==> config.mk <==
export PLATFORM = sky130hd
export DESIGN_NAME = ethernet_irq_enable_mask
export DESIGN_NICKNAME = d
export VERILOG_FILES = /design/src/irq_enable_pkg.sv /design/src/ethernet_irq_enable_mask.sv
export VERILOG_INCLUDE_DIRS = /design/src
export SDC_FILE = /design/constraint.sdc
export NUM_CORES = 1
export LEC_CHECK = 0
export ABC_AREA = 1
export BUFFER_PORTS_ARGS = -buffer_cell sky130_fd_sc_hd__buf_2
export CORE_MARGIN = 2
export CORE_UTILIZATION = 40
export CTS_BUF_LIST = sky130_fd_sc_hd__clkbuf_8
export DETAILED_ROUTE_END_ITERATION = 8
export MAX_ROUTING_LAYER = met4
export PLACE_DENSITY_LB_ADDON = 0.25
export RECOVER_POWER = 50
export SYNTH_ARGS = -nofsm -noshare
export SYNTH_HDL_FRONTEND = slang
export SYNTH_SLANG_ARGS = --single-unit
==> constraint.sdc <==
create_clock -name clk_sys -period 1.4 [get_ports clk_sys]
set_input_delay 0.14 -clock clk_sys [delete_from_list [all_inputs] [get_ports clk_sys]]
set_output_delay 0.14 -clock clk_sys [all_outputs]
set_load 0.02 [all_outputs]
==> src/irq_enable_params.svh <==
// Offsets, bit positions and reset values of the interrupt enable block
`ifndef IRQ_ENABLE_PARAMS_SVH
`define IRQ_ENABLE_PARAMS_SVH
`define ADDR_ENABLE_MASK   4'h0
`define ADDR_PIN_STATUS    4'h1
`define ADDR_EVENT_STATUS  4'h2
`define ADDR_EVENT_MASK    4'h3
`define BIT_RX_ERROR       0
`define BIT_TX_ERROR       1
`define BIT_RESERVED       2
`define BIT_TX_DONE        3
`define BIT_LINK_CHANGE    4
`define BIT_COPY_ENGINE    5
`define BIT_RX_PENDING     6
`define BIT_GLOBAL_ENABLE  7
`define BIT_PENDING        0
`define BIT_PIN_LEVEL      1
`define SOURCE_MASK        8'h7b
`define RESET_ENABLE_MASK  8'h00
`define RESET_EVENT_MASK   2'h0
`define EVENT_BITS         2
`endif

==> src/irq_enable_pkg.sv <==
// Types shared by the interrupt enable block
package irq_enable_pkg;
	typedef struct packed {
		logic [3:0] addr;
		logic [7:0] wdata;
		logic       wr;
		logic       rd;
	} reg_req_s;
	typedef enum logic [1:0] {
		PIN_IDLE    = 2'b00,
		PIN_ASSERT  = 2'b01,
		PIN_BLOCKED = 2'b10
	} pin_state_e;
endpackage : irq_enable_pkg

==> src/ethernet_irq_enable_mask.sv <==
// Interrupt enable mask and active-low interrupt pin gating
//
// Summary of operation
// - Enable bit 0 lets the receive error flag reach the pin, else masks it.
// - Enable bit 1 lets the transmit error flag reach the pin, else masks it.
// - Enable bit 3 lets the transmit done flag reach the pin, else masks it.
// - Enable bit 4 lets the link change flag reach the pin, else masks it.
// - Enable bit 6 lets the receive pending flag reach the pin, else masks it.
// - A read-only pending bit is set while any of flags 0, 1 and 3 to 6 is set and enabled.
// - With global enable set and an interrupt pending the pin goes low.
// - Clearing the global enable returns the pin high.
// - Setting global enable with a pending interrupt gives a new falling edge.
//
// Decided for this implementation: strobed register access and the register addresses.
`include "irq_enable_params.svh"
`timescale 1ns/1ns
`default_nettype none

module ethernet_irq_enable_mask (
	input  wire logic       clk_sys,
	input  wire logic       rstn,
	input  wire logic       clk_en,
	input  wire logic [3:0] reg_addr,
	input  wire logic [7:0] reg_wdata,
	input  wire logic       reg_wr,
	input  wire logic       reg_rd,
	output logic      [7:0] reg_rdata,
	input  wire logic [7:0] irq_flags,
	output logic            irq_pin_n,
	output logic            irq_pending,
	output logic            event_irq
);

	// ==========================================================
	// Helpers
	// ==========================================================
	function automatic logic [7:0] gate_sources(
		input logic [7:0] flags,
		input logic [7:0] enables
	);
		gate_sources = flags & enables & `SOURCE_MASK;
	endfunction : gate_sources

	irq_enable_pkg::reg_req_s   req;
	logic [7:0]                 interrupt_enable_mask;
	logic [1:0]                 event_status;
	logic [1:0]                 event_mask;
	logic [7:0]                 gated;
	logic                       any_pending;
	logic                       global_irq_pin_enable;
	logic                       next_pin_n;
	logic [1:0]                 event_set;
	logic                       prev_pin_n;
	irq_enable_pkg::pin_state_e pin_state;
	irq_enable_pkg::pin_state_e next_pin_state;

	assign req.addr  = reg_addr;
	assign req.wdata = reg_wdata;
	assign req.wr    = reg_wr;
	assign req.rd    = reg_rd;

	// ==========================================================
	// Source gating
	// ==========================================================
	always_comb begin
		gated = gate_sources(irq_flags, interrupt_enable_mask);
		any_pending = |gated;
		global_irq_pin_enable = interrupt_enable_mask[`BIT_GLOBAL_ENABLE];
	end

	// ==========================================================
	// Pin state machine
	// ==========================================================
	always_comb begin
		next_pin_state = pin_state;
		case (pin_state)
			irq_enable_pkg::PIN_IDLE: begin
				if (any_pending && global_irq_pin_enable) begin
					next_pin_state = irq_enable_pkg::PIN_ASSERT;
				end else if (any_pending) begin
					next_pin_state = irq_enable_pkg::PIN_BLOCKED;
				end
			end
			irq_enable_pkg::PIN_ASSERT: begin
				if (!any_pending) begin
					next_pin_state = irq_enable_pkg::PIN_IDLE;
				end else if (!global_irq_pin_enable) begin
					next_pin_state = irq_enable_pkg::PIN_BLOCKED;
				end
			end
			irq_enable_pkg::PIN_BLOCKED: begin
				if (!any_pending) begin
					next_pin_state = irq_enable_pkg::PIN_IDLE;
				end else if (global_irq_pin_enable) begin
					next_pin_state = irq_enable_pkg::PIN_ASSERT;
				end
			end
			default: begin
				next_pin_state = irq_enable_pkg::PIN_IDLE;
			end
		endcase
		next_pin_n = (next_pin_state != irq_enable_pkg::PIN_ASSERT);
	end

	always_ff @(posedge clk_sys or negedge rstn) begin
		if (!rstn) begin
			pin_state <= irq_enable_pkg::PIN_IDLE;
		end else if (clk_en) begin
			pin_state <= next_pin_state;
		end
	end

	always_ff @(posedge clk_sys or negedge rstn) begin
		if (!rstn) begin
			irq_pin_n  <= 1'b1;
			prev_pin_n <= 1'b1;
		end else if (clk_en) begin
			irq_pin_n  <= next_pin_n;
			prev_pin_n <= irq_pin_n;
		end
	end

	always_ff @(posedge clk_sys or negedge rstn) begin
		if (!rstn) begin
			irq_pending <= 1'b0;
		end else if (clk_en) begin
			irq_pending <= any_pending;
		end
	end

	// ==========================================================
	// Enable register
	// ==========================================================
	always_ff @(posedge clk_sys or negedge rstn) begin
		if (!rstn) begin
			interrupt_enable_mask <= `RESET_ENABLE_MASK;
		end else if (clk_en && req.wr && req.addr == `ADDR_ENABLE_MASK) begin
			interrupt_enable_mask <= req.wdata;
		end
	end

	// ==========================================================
	// Event status and mask
	// ==========================================================
	// Event 0: pin fell, event 1: pin rose
	always_comb begin
		event_set = {~prev_pin_n & irq_pin_n, prev_pin_n & ~irq_pin_n};
	end

	always_ff @(posedge clk_sys or negedge rstn) begin
		if (!rstn) begin
			event_status <= 2'h0;
		end else if (clk_en) begin
			// Set wins over a write-one clear
			if (req.wr && req.addr == `ADDR_EVENT_STATUS) begin
				event_status <= (event_status & ~req.wdata[1:0]) | event_set;
			end else begin
				event_status <= event_status | event_set;
			end
		end
	end

	always_ff @(posedge clk_sys or negedge rstn) begin
		if (!rstn) begin
			event_mask <= `RESET_EVENT_MASK;
		end else if (clk_en && req.wr && req.addr == `ADDR_EVENT_MASK) begin
			event_mask <= req.wdata[1:0];
		end
	end

	always_ff @(posedge clk_sys or negedge rstn) begin
		if (!rstn) begin
			event_irq <= 1'b0;
		end else if (clk_en) begin
			event_irq <= |(event_status & event_mask);
		end
	end

	// ==========================================================
	// Read port
	// ==========================================================
	always_ff @(posedge clk_sys or negedge rstn) begin
		if (!rstn) begin
			reg_rdata <= 8'h00;
		end else if (clk_en) begin
			reg_rdata <= 8'h00;
			if (req.rd) begin
				case (req.addr)
					`ADDR_ENABLE_MASK:  reg_rdata <= interrupt_enable_mask;
					`ADDR_PIN_STATUS:   reg_rdata <= {6'h00, ~irq_pin_n, irq_pending};
					`ADDR_EVENT_STATUS: reg_rdata <= {6'h00, event_status};
					`ADDR_EVENT_MASK:   reg_rdata <= {6'h00, event_mask};
					default:            reg_rdata <= 8'h00;
				endcase
			end
		end
	end

endmodule : ethernet_irq_enable_mask
`default_nettype wire

==> impl_metrics.ini, run 1 <==
[clock_tree]
clock_path_buffers = 2
clock_latency_ns = 0.27
cts_made_buffers = 3
clockRootBuffer = clkbuf_8
cts_tree = yes
clk_pin_slew_worst_paths_ns = 0.09
htreeDepth = 1
cts.sinks = 26

[timing]
skew_ns = 0.00411
tightest_slew_ns = 0.643
fin_crit_sh_pct = 79.6
maxSlewHeadroom_pct = 57.1
rsz0062_at_grt = no
slew_viol_final = 0
fin_crit_ns = 1.11
final.setup.tns_ns = 0
setup_violations = 0
holdWs_ns = 0.0929
fmaxAchievable_mhz = 897
hold_viol_final = 0

[grt]
grt_pass1_vias = 1021
track_usage_pct = 17.1
antenna_found_initial = 0
gr-total-overflow = 0
grt_max_degree = 27
grt_pass1_wl_um = 4410

[yosys]
synth_most_common_cell = nand2_1
yosys_warnings = 0
synth_cells = 153
syn_avg_cell_area_um2 = 7.91
ys_ff_latch = 26
ys_top_cells_by_area = dfrtp_1 (50%), nand2_1 (20%), nand3_1 (9.5%)
syn_area_um2 = 1210
synthFlopType = dfrtp_1
yosys-top-cells-count = nand2_1 (64), dfrtp_1 (24), nand3_1 (23), inv_1 (12), o21ai_0 (6)
synth-edff-count = 0
synth.net_count = 178
synth_top_area_share_pct = 49.6
synth_top_area_cell = dfrtp_1
ys_types = 18
async_reset_ff_share_pct = 100
yosysSeqAreaShare_pct = 54.0

[route]
vias_per_cell = 4.87
vias = 1077
drc = 0
met2RoutedLength_um = 1260
wl_met3_um = 111
antenna_left = 0
drt-total-wl_um = 2640
firstDrtPassIters = 4
met1_length_um = 1240
routedWlPerCell_um = 12.0
maxUsedRoutingLayer = met4
drtIter0Drc = 32

[worst_setup_path]
endpoint_kind = output port
critPathKind = reg -> out
crit_slowest_cell = dfstp_2
arrival_ns = 0.97
cp_slowest_stage_delay_ns = 0.55
worstPathMaxFanout = 3
required_ns = 1.26
start_kind = flop
crit_family = flip-flops
crit_buf_inv = 1
path_cells = buf_2

[floorplan]
die-area_um2 = 3480
rows = 19
ios = 36
initial_utilization_pct = 43.1
die_h_um = 59.0
core_um2 = 2810
die_w_um = 59.0

[final_layout]
antennaDiodeCount = 0
nets = 216
seq_area_um2 = 653
area_growth_pct = 20.5
num-fill-cells = 281
drive_above_1_share_pct = 21.6
multiInputGateArea_um2 = 472

[worst_hold_path]
min_path_type = in -> reg

[placed_design]
dp_hpwl_um = 2030
port_buffers = 33
gp_congestion = 0.805

[status]
status = finished, final reports clean

[power]
ir_worst_vdd_mv = 0.562
p_per_area_nw_per_um2 = 1170
p_leak_nw = 0.857

[flow_run]
maxCapViolCount = 0
## path summary, 6_finish.rpt
path | startpoint | endpoint | slack [ns] | depth (start not counted)
hold reg to reg | reg_rdata[1] | reg_rdata[1] | 0.48 | 2
max in group asynchronous | rstn | event_status[1] | 0.57 | 2
min in group asynchronous | rstn | interrupt_enable_mask[7] | 0.42 | 2
setup / recovery | irq_pin_n | irq_pin_n | 0.29 | 1
hold / removal | reg_wdata[7] | interrupt_enable_mask[7] | 0.09 | 3
setup reg to reg | irq_pin_n | reg_rdata[1] | 0.33 | 5
## power breakdown
part / leakage [nW] / switching (mW) / internal (mW)
clock: 0.0288 / 0.226 / 0.251
combinational: 0.497 / 0.181 / 0.108
sequential: 0.331 / 0.0795 / 0.857
## placed cells by master, fill, tap and decap left out, drive strengths merged
cell type	count
dfstp	2
nor3	3
nand2	65
o22ai	1
buf	32
o21ai	8
clkbuf	7
clkinvlp	1
a21oi	3
nand3	23
dfrtp	24
nor2	7
dlygate4sd3	1
inv	12
clkinv	1
## stage by stage
step	setup WS [ns]	cell area, um^2	utilization, %	total power, mW	instances
after floorplan	0.334	1210	-	1.12	153
after global placement	0.309	1410	50.3	1.23	216
after detailed placement	0.283	1410	50.3	1.25	216
after CTS	0.272	1480	52.6	1.74	221
after global routing	0.180	1460	52.0	1.81	221
final	0.285	1460	52.0	1.70	221
## repair_timing
| item | 4_1_cts | 5_1_grt |
|---|---|---|
| hold endpoints to repair | 24 | 0 |
| resized for setup | 0 | 0 |
| setup buffers | 0 | 0 |
| setup endpoints to repair | 0 | 0 |
| hold buffers | 1 | 0 |
## final cells by class
cell class / instances / share of cell area [%]
Clock buffer: 4 / 3.78
Inverter: 14 / 3.69
Multi-Input combinational cell: 110 / 32.4
Sequential cell: 26 / 44.8
Tap cell: 31 / 2.66
Timing Repair Buffer: 36 / 12.7
## layer usage
metal  track usage [%]  vias up
met4              4.87        0
met1              23.3      488
li1                  -      557
met5                 -        -
met3              2.62        4
met2              26.8       28
## state kept, by name, summed over array words and instances, names as in the netlist
register / cells
interrupt_enable_mask: 8
reg_rdata: 8
event_mask: 2
event_status: 2
pin_state: 2
event_irq: 1
irq_pending: 1
irq_pin_n: 1
prev_pin_n: 1
## cells by family (layout without fill, tap and decap cells)
family | count (synthesis) | in the layout | share of synthesized area (%)
AND/OR/NAND/NOR | 98 | 98 | 35.1
buffers and inverters | 17 | 54 | 5.89
flip-flops | 26 | 26 | 54.0
AO/OA/AOI/OAI | 12 | 12 | 5.07
Note: power is estimated with default switching activity, not from simulation.
==> run 2: changes to the inputs <==
--- a/config.mk
+++ b/config.mk
@@ -6,7 +6,7 @@
 export SDC_FILE = /design/constraint.sdc
 export NUM_CORES = 1
 export LEC_CHECK = 0
-export ABC_AREA = 1
+export ABC_AREA = 0
 export BUFFER_PORTS_ARGS = -buffer_cell sky130_fd_sc_hd__buf_2
 export CORE_MARGIN = 2
 export CORE_UTILIZATION = 40
==> constraint.sdc (replaced) <==
create_clock -name clk_sys -period 1.1 [get_ports clk_sys]
set_input_delay 0.11 -clock clk_sys [delete_from_list [all_inputs] [get_ports clk_sys]]
set_output_delay 0.11 -clock clk_sys [all_outputs]
set_load 0.02 [all_outputs]
==> impl_metrics.ini, run 2 <==
[floorplan]
ios = 36
die-area_um2 = 3250
initial_utilization_pct = 41.5
die_h_um = 57
rows = 19
die_w_um = 57
core_um2 = 2710

[worst_hold_path]
whs_path_depth = 2
hp-start = reg_wdata[5]
holdPathEnd = interrupt_enable_mask[5]
min_path_type = in -> reg

[final_layout]
multiInputGateArea_um2 = 438
reg_top3 = interrupt_enable_mask: 8 flops, reg_rdata: 8 flops
final_common_cell = buf_2
antennaDiodeCount = 0
finalNonFillerCells = 163
num-fill-cells = 247
drive_above_1_share_pct = 54.5
layout_common_cells = buf_2 (31), dfrtp_1 (23), buf_4 (13), mux2_2 (9), a22o_1 (6)
area_growth_pct = 34.5
nets = 158
seq_area_um2 = 654
finish.utilization_pct = 55.8

[timing]
rsz0062_at_grt = yes
setup_violations = 3
tightest_slew_ns = 0.640
fin_crit_ns = 1.31
skew_ns = 0.00434
fmaxAchievable_mhz = 766
maxSlewHeadroom_pct = 57.3
fin_crit_sh_pct = 119
holdWs_ns = 0.0587
slew_viol_final = 0
hold_viol_final = 0
layout_setup_ws_ns = -0.205

[placed_design]
pre_cts_slack_ns = -0.199
placedCellCount = 157
dp_hpwl_um = 1810
gp_congestion = 0.789
port_buffers = 33

[clock_tree]
clk_pin_slew_worst_paths_ns = 0.09
clock_path_buffers = 2
cts.sinks = 26
clockRootBuffer = clkbuf_8
cts_tree = yes
clock_latency_ns = 0.27
cts_made_buffers = 3
htreeDepth = 1

[yosys]
yosys-top-cells-count = dfrtp_1 (24), mux2_2 (9), a22o_1 (6), inv_1 (5), a22oi_1 (4)
syn_area_um2 = 1120
synth-edff-count = 0
async_reset_ff_share_pct = 100
synth_top_area_cell = dfrtp_1
yosys_warnings = 0
ys_top_cells_by_area = dfrtp_1 (53%), mux2_2 (9.0%), dfstp_2 (4.7%)
ys_types = 29
synthFlopType = dfrtp_1
synth_most_common_cell = dfrtp_1
yosysSeqAreaShare_pct = 58.1
ys_ff_latch = 26
synth_top_area_share_pct = 53.5
syn_avg_cell_area_um2 = 13.5
synth.net_count = 108
synth_cells = 83

[status]
status = complete, but fails checks
violations = negative setup slack

[route]
drt-total-wl_um = 2430
antenna_left = 0
routedWlPerCell_um = 14.9
drc = 0
vias = 863
drtIter0Drc = 18
firstDrtPassIters = 4
vias_per_cell = 5.29

[power]
clkPwrFrac_pct = 30.7
sequentialPowerShare_pct = 46.8
finalPower_mw = 2.60
p_per_area_nw_per_um2 = 1720
switching_share_pct = 25.0
p_leak_nw = 0.760
p_int_mw = 1.95
p_comb_share_pct = 22.5
p_switching_mw = 0.649
ir_worst_vdd_mv = 0.947

[worst_setup_path]
r2r_cells = 3
timing.rr.start = irq_pin_n
endpoint_kind = flop
required_ns = 1.27
worstPathMaxFanout = 2
r2r_slack_ns = -0.21
reg2reg_to = reg_rdata[1]
arrival_ns = 1.47
critPathKind = reg -> reg
start_kind = flop

[grt]
antenna_found_initial = 0
grt_max_degree = 27
grt_pass1_vias = 846
track_usage_pct = 16.9
grt_pass1_wl_um = 3970
gr-total-overflow = 0

[flow_run]
maxCapViolCount = 0
## run 2: metal layers
metal  share of wire (%)  GRT usage [%]  vias up  routed length (um)
li1                    -              -      411                   -
met1                  45           21.7      427                1100
met2                  49           25.0       20                1190
met3                 2.9           2.72        5                  71
met4                 2.8           11.0        0                  67
met5                   0              -        -                   0
## run 2: how the worst max path moves through the flow
stage / start / endpoint / slack (ns) / cells after the start
finish: irq_pin_n / reg_rdata[1] / -0.21 / 3
global route: irq_pin_n / reg_rdata[1] / -0.25 / 3
CTS: irq_pin_n / reg_rdata[1] / -0.21 / 3
detailed placement: irq_pin_n / reg_rdata[1] / -0.20 / 3
global placement: irq_pin_n / reg_rdata[1] / -0.17 / 3
floorplan: irq_pin_n / reg_rdata[1] / -0.26 / 3
## run 2: kinds of logic after synthesis
| family | synth area share [%] |
|---|---|
| compound gates | 13.9 |
| buf+inv | 3.12 |
| flops | 58.1 |
| mux | 14.7 |
| simple gates | 10.1 |
## run 2: stage by stage
stage / area (um^2) / setup TNS, ns
after global routing: 1510 / -0.516
after detailed placement: 1410 / -0.638
final: 1510 / -0.381
after global placement: 1410 / -0.317
after CTS: 1510 / -0.394
after floorplan: 1120 / -0.316
## run 2: critical path, cell delays in order (launching register included)
cell     delay [ns]
dfstp_2        0.55
inv_2          0.03
mux4_2         0.43
a31o_1         0.18
## run 2: area by class of cell
| type | count | area share (%) |
|---|---|---|
| inverters | 5 | 1.24 |
| flip-flops and latches | 26 | 43.3 |
| clock inverters | 1 | 1.99 |
| multi-input cells | 49 | 29.0 |
| repair buffers | 48 | 19.2 |
| well taps | 31 | 2.57 |
| clock buffers | 3 | 2.73 |
## run 2: repair_timing
action | CTS | global route
hold buffers | 1 | 0
setup endpoints to repair | 4 | 7
pin swaps | 0 | 0
hold endpoints to repair | 24 | 0
gates resized for setup | 4 | 3
buffers inserted | 1 | 0
cloned | 0 | 0
## run 2: power groups by stage
stage / clock network (mW) / registers (mW) / logic, mW
finish: 0.798 / 1.22 / 0.583
detailed placement: 0 / 1.23 / 0.540
global route: 0.847 / 1.23 / 0.635
CTS: 0.820 / 1.21 / 0.583
floorplan: 0 / 1.25 / 0.242
global placement: 0 / 1.22 / 0.528
==> run 3: changes to the inputs <==
==> constraint.sdc (replaced) <==
create_clock -name clk_sys -period 1.16 [get_ports clk_sys]
set_input_delay 0.116 -clock clk_sys [delete_from_list [all_inputs] [get_ports clk_sys]]
set_output_delay 0.116 -clock clk_sys [all_outputs]
set_load 0.02 [all_outputs]
==> impl_metrics.ini, run 3 (synthesis gave the netlist of run 2 again) <==
[power]
p_leak_nw = 0.712
p_int_mw = 1.55
switching_share_pct = 26.9
p_per_area_nw_per_um2 = 1500
ir_worst_vdd_mv = 0.764
p_comb_share_pct = 21.9
p_switching_mw = 0.570
clkPwrFrac_pct = 23.4
sequentialPowerShare_pct = 54.7

[route]
drtIter0Drc = 20
routedWlPerCell_um = 14.9
met2RoutedLength_um = 1170
antenna_left = 0
firstDrtPassIters = 4
met1_length_um = 1010
vias = 853
drt-total-wl_um = 2330
maxUsedRoutingLayer = met4
drc = 0
wl_met3_um = 107
vias_per_cell = 5.47

[flow_run]
maxCapViolCount = 0

[timing]
hold_viol_final = 0
slew_viol_final = 0
layout_setup_ws_ns = -0.145
fin_crit_ns = 1.30
holdWs_ns = 0.0794
final.setup.tns_ns = -0.145
skew_ns = 0.00166
maxSlewHeadroom_pct = 58.5
rsz0062_at_grt = yes
fmaxAchievable_mhz = 766
setup_violations = 1
tightest_slew_ns = 0.622
fin_crit_sh_pct = 112

[clock_tree]
htreeDepth = 1
cts_tree = yes
clock_path_buffers = 2
clock_latency_ns = 0.26
clk_pin_slew_worst_paths_ns = 0.08
clockRootBuffer = clkbuf_8
cts.sinks = 26
post-cts-setup-buffer-count = 0
cts_made_buffers = 3

[final_layout]
finish.utilization_pct = 52.1
reg_top3 = interrupt_enable_mask: 8 flops, reg_rdata: 8 flops
antennaDiodeCount = 0
nets = 151
final_common_cell = buf_2
drive_above_1_share_pct = 48.8
stdcell_area_um2 = 1410
layout_common_cells = buf_2 (31), dfrtp_1 (23), mux2_2 (9), a22o_1 (6), buf_4 (6)
area_growth_pct = 25.6

[grt]
antenna_found_initial = 0
grt_pass1_vias = 861
grt_pass1_wl_um = 3830
grt_max_degree = 27
track_usage_pct = 15.8
gr-total-overflow = 0

[worst_setup_path]
worstPathMaxFanout = 2
critPathKind = reg -> reg
endpoint_kind = flop
start_kind = flop
arrival_ns = 1.47
required_ns = 1.32

[floorplan]
die-area_um2 = 3250
core_um2 = 2710
initial_utilization_pct = 41.5
die_h_um = 57
rows = 19
ios = 36
die_w_um = 57

[status]
violations = negative setup slack
status = complete, but fails checks

[placed_design]
dp_hpwl_um = 1760
placed_area_um2 = 1360
pre_cts_slack_ns = -0.132
gp_congestion = 0.857
port_buffers = 33

[worst_hold_path]
min_path_type = in -> reg
run 3: repair_timing:
action,in CTS,in global routing
gates cloned,0,0
hold buffers,1,0
setup endpoints to repair,2,5
gates resized for setup,2,1
endpoints found under the hold margin,24,0
run 3: stage by stage:
stage / power, mW / instances
floorplan: 1.42 / 83
global placement: 1.61 / 151
detailed placement: 1.63 / 151
CTS: 2.14 / 156
global route: 2.24 / 156
finish: 2.12 / 156
run 3: critical path: stages (launching register included):
cell and delay, ns:
dfstp_2 0.55, inv_2 0.04, mux4_2 0.44, a31o_1 0.18
run 3: power groups by stage:
stage                     logic [mW]  clock network [mW]  registers [mW]
after floorplan                0.229                   0            1.19
after global placement         0.442                   0            1.17
after detailed placement       0.457                   0            1.17
after CTS                      0.474               0.510            1.16
after global routing           0.506               0.558            1.18
final                          0.465               0.496            1.16
run 3: area by class of cell:
cell class	count	area, um^2
clock inverters	1	3.75
well taps	31	38.8
flip-flops and latches	26	654
multi-input cells	49	424
clock buffers	3	41.3
inverters	5	18.8
repair buffers	41	230
fillers	264	1300
run 3: worst paths after layout:
path,startpoint,to,slack (ns),depth (start not counted)
worst max-delay path,irq_pin_n,reg_rdata[1],-0.14,3
worst min-delay path,reg_wdata[4],interrupt_enable_mask[4],0.08,2
worst max register to register,irq_pin_n,reg_rdata[1],-0.14,3
worst min register to register,prev_pin_n,prev_pin_n,0.50,2
max in group asynchronous,rstn,irq_pending,0.25,3
min in group asynchronous,rstn,reg_rdata[7],0.47,3
run 3: routing by layer:
layer	vias to the layer above	track usage [%]
met4	0	6.98
met2	25	24.8
li1	396	-
met5	-	-
met1	427	20.1
met3	5	2.72
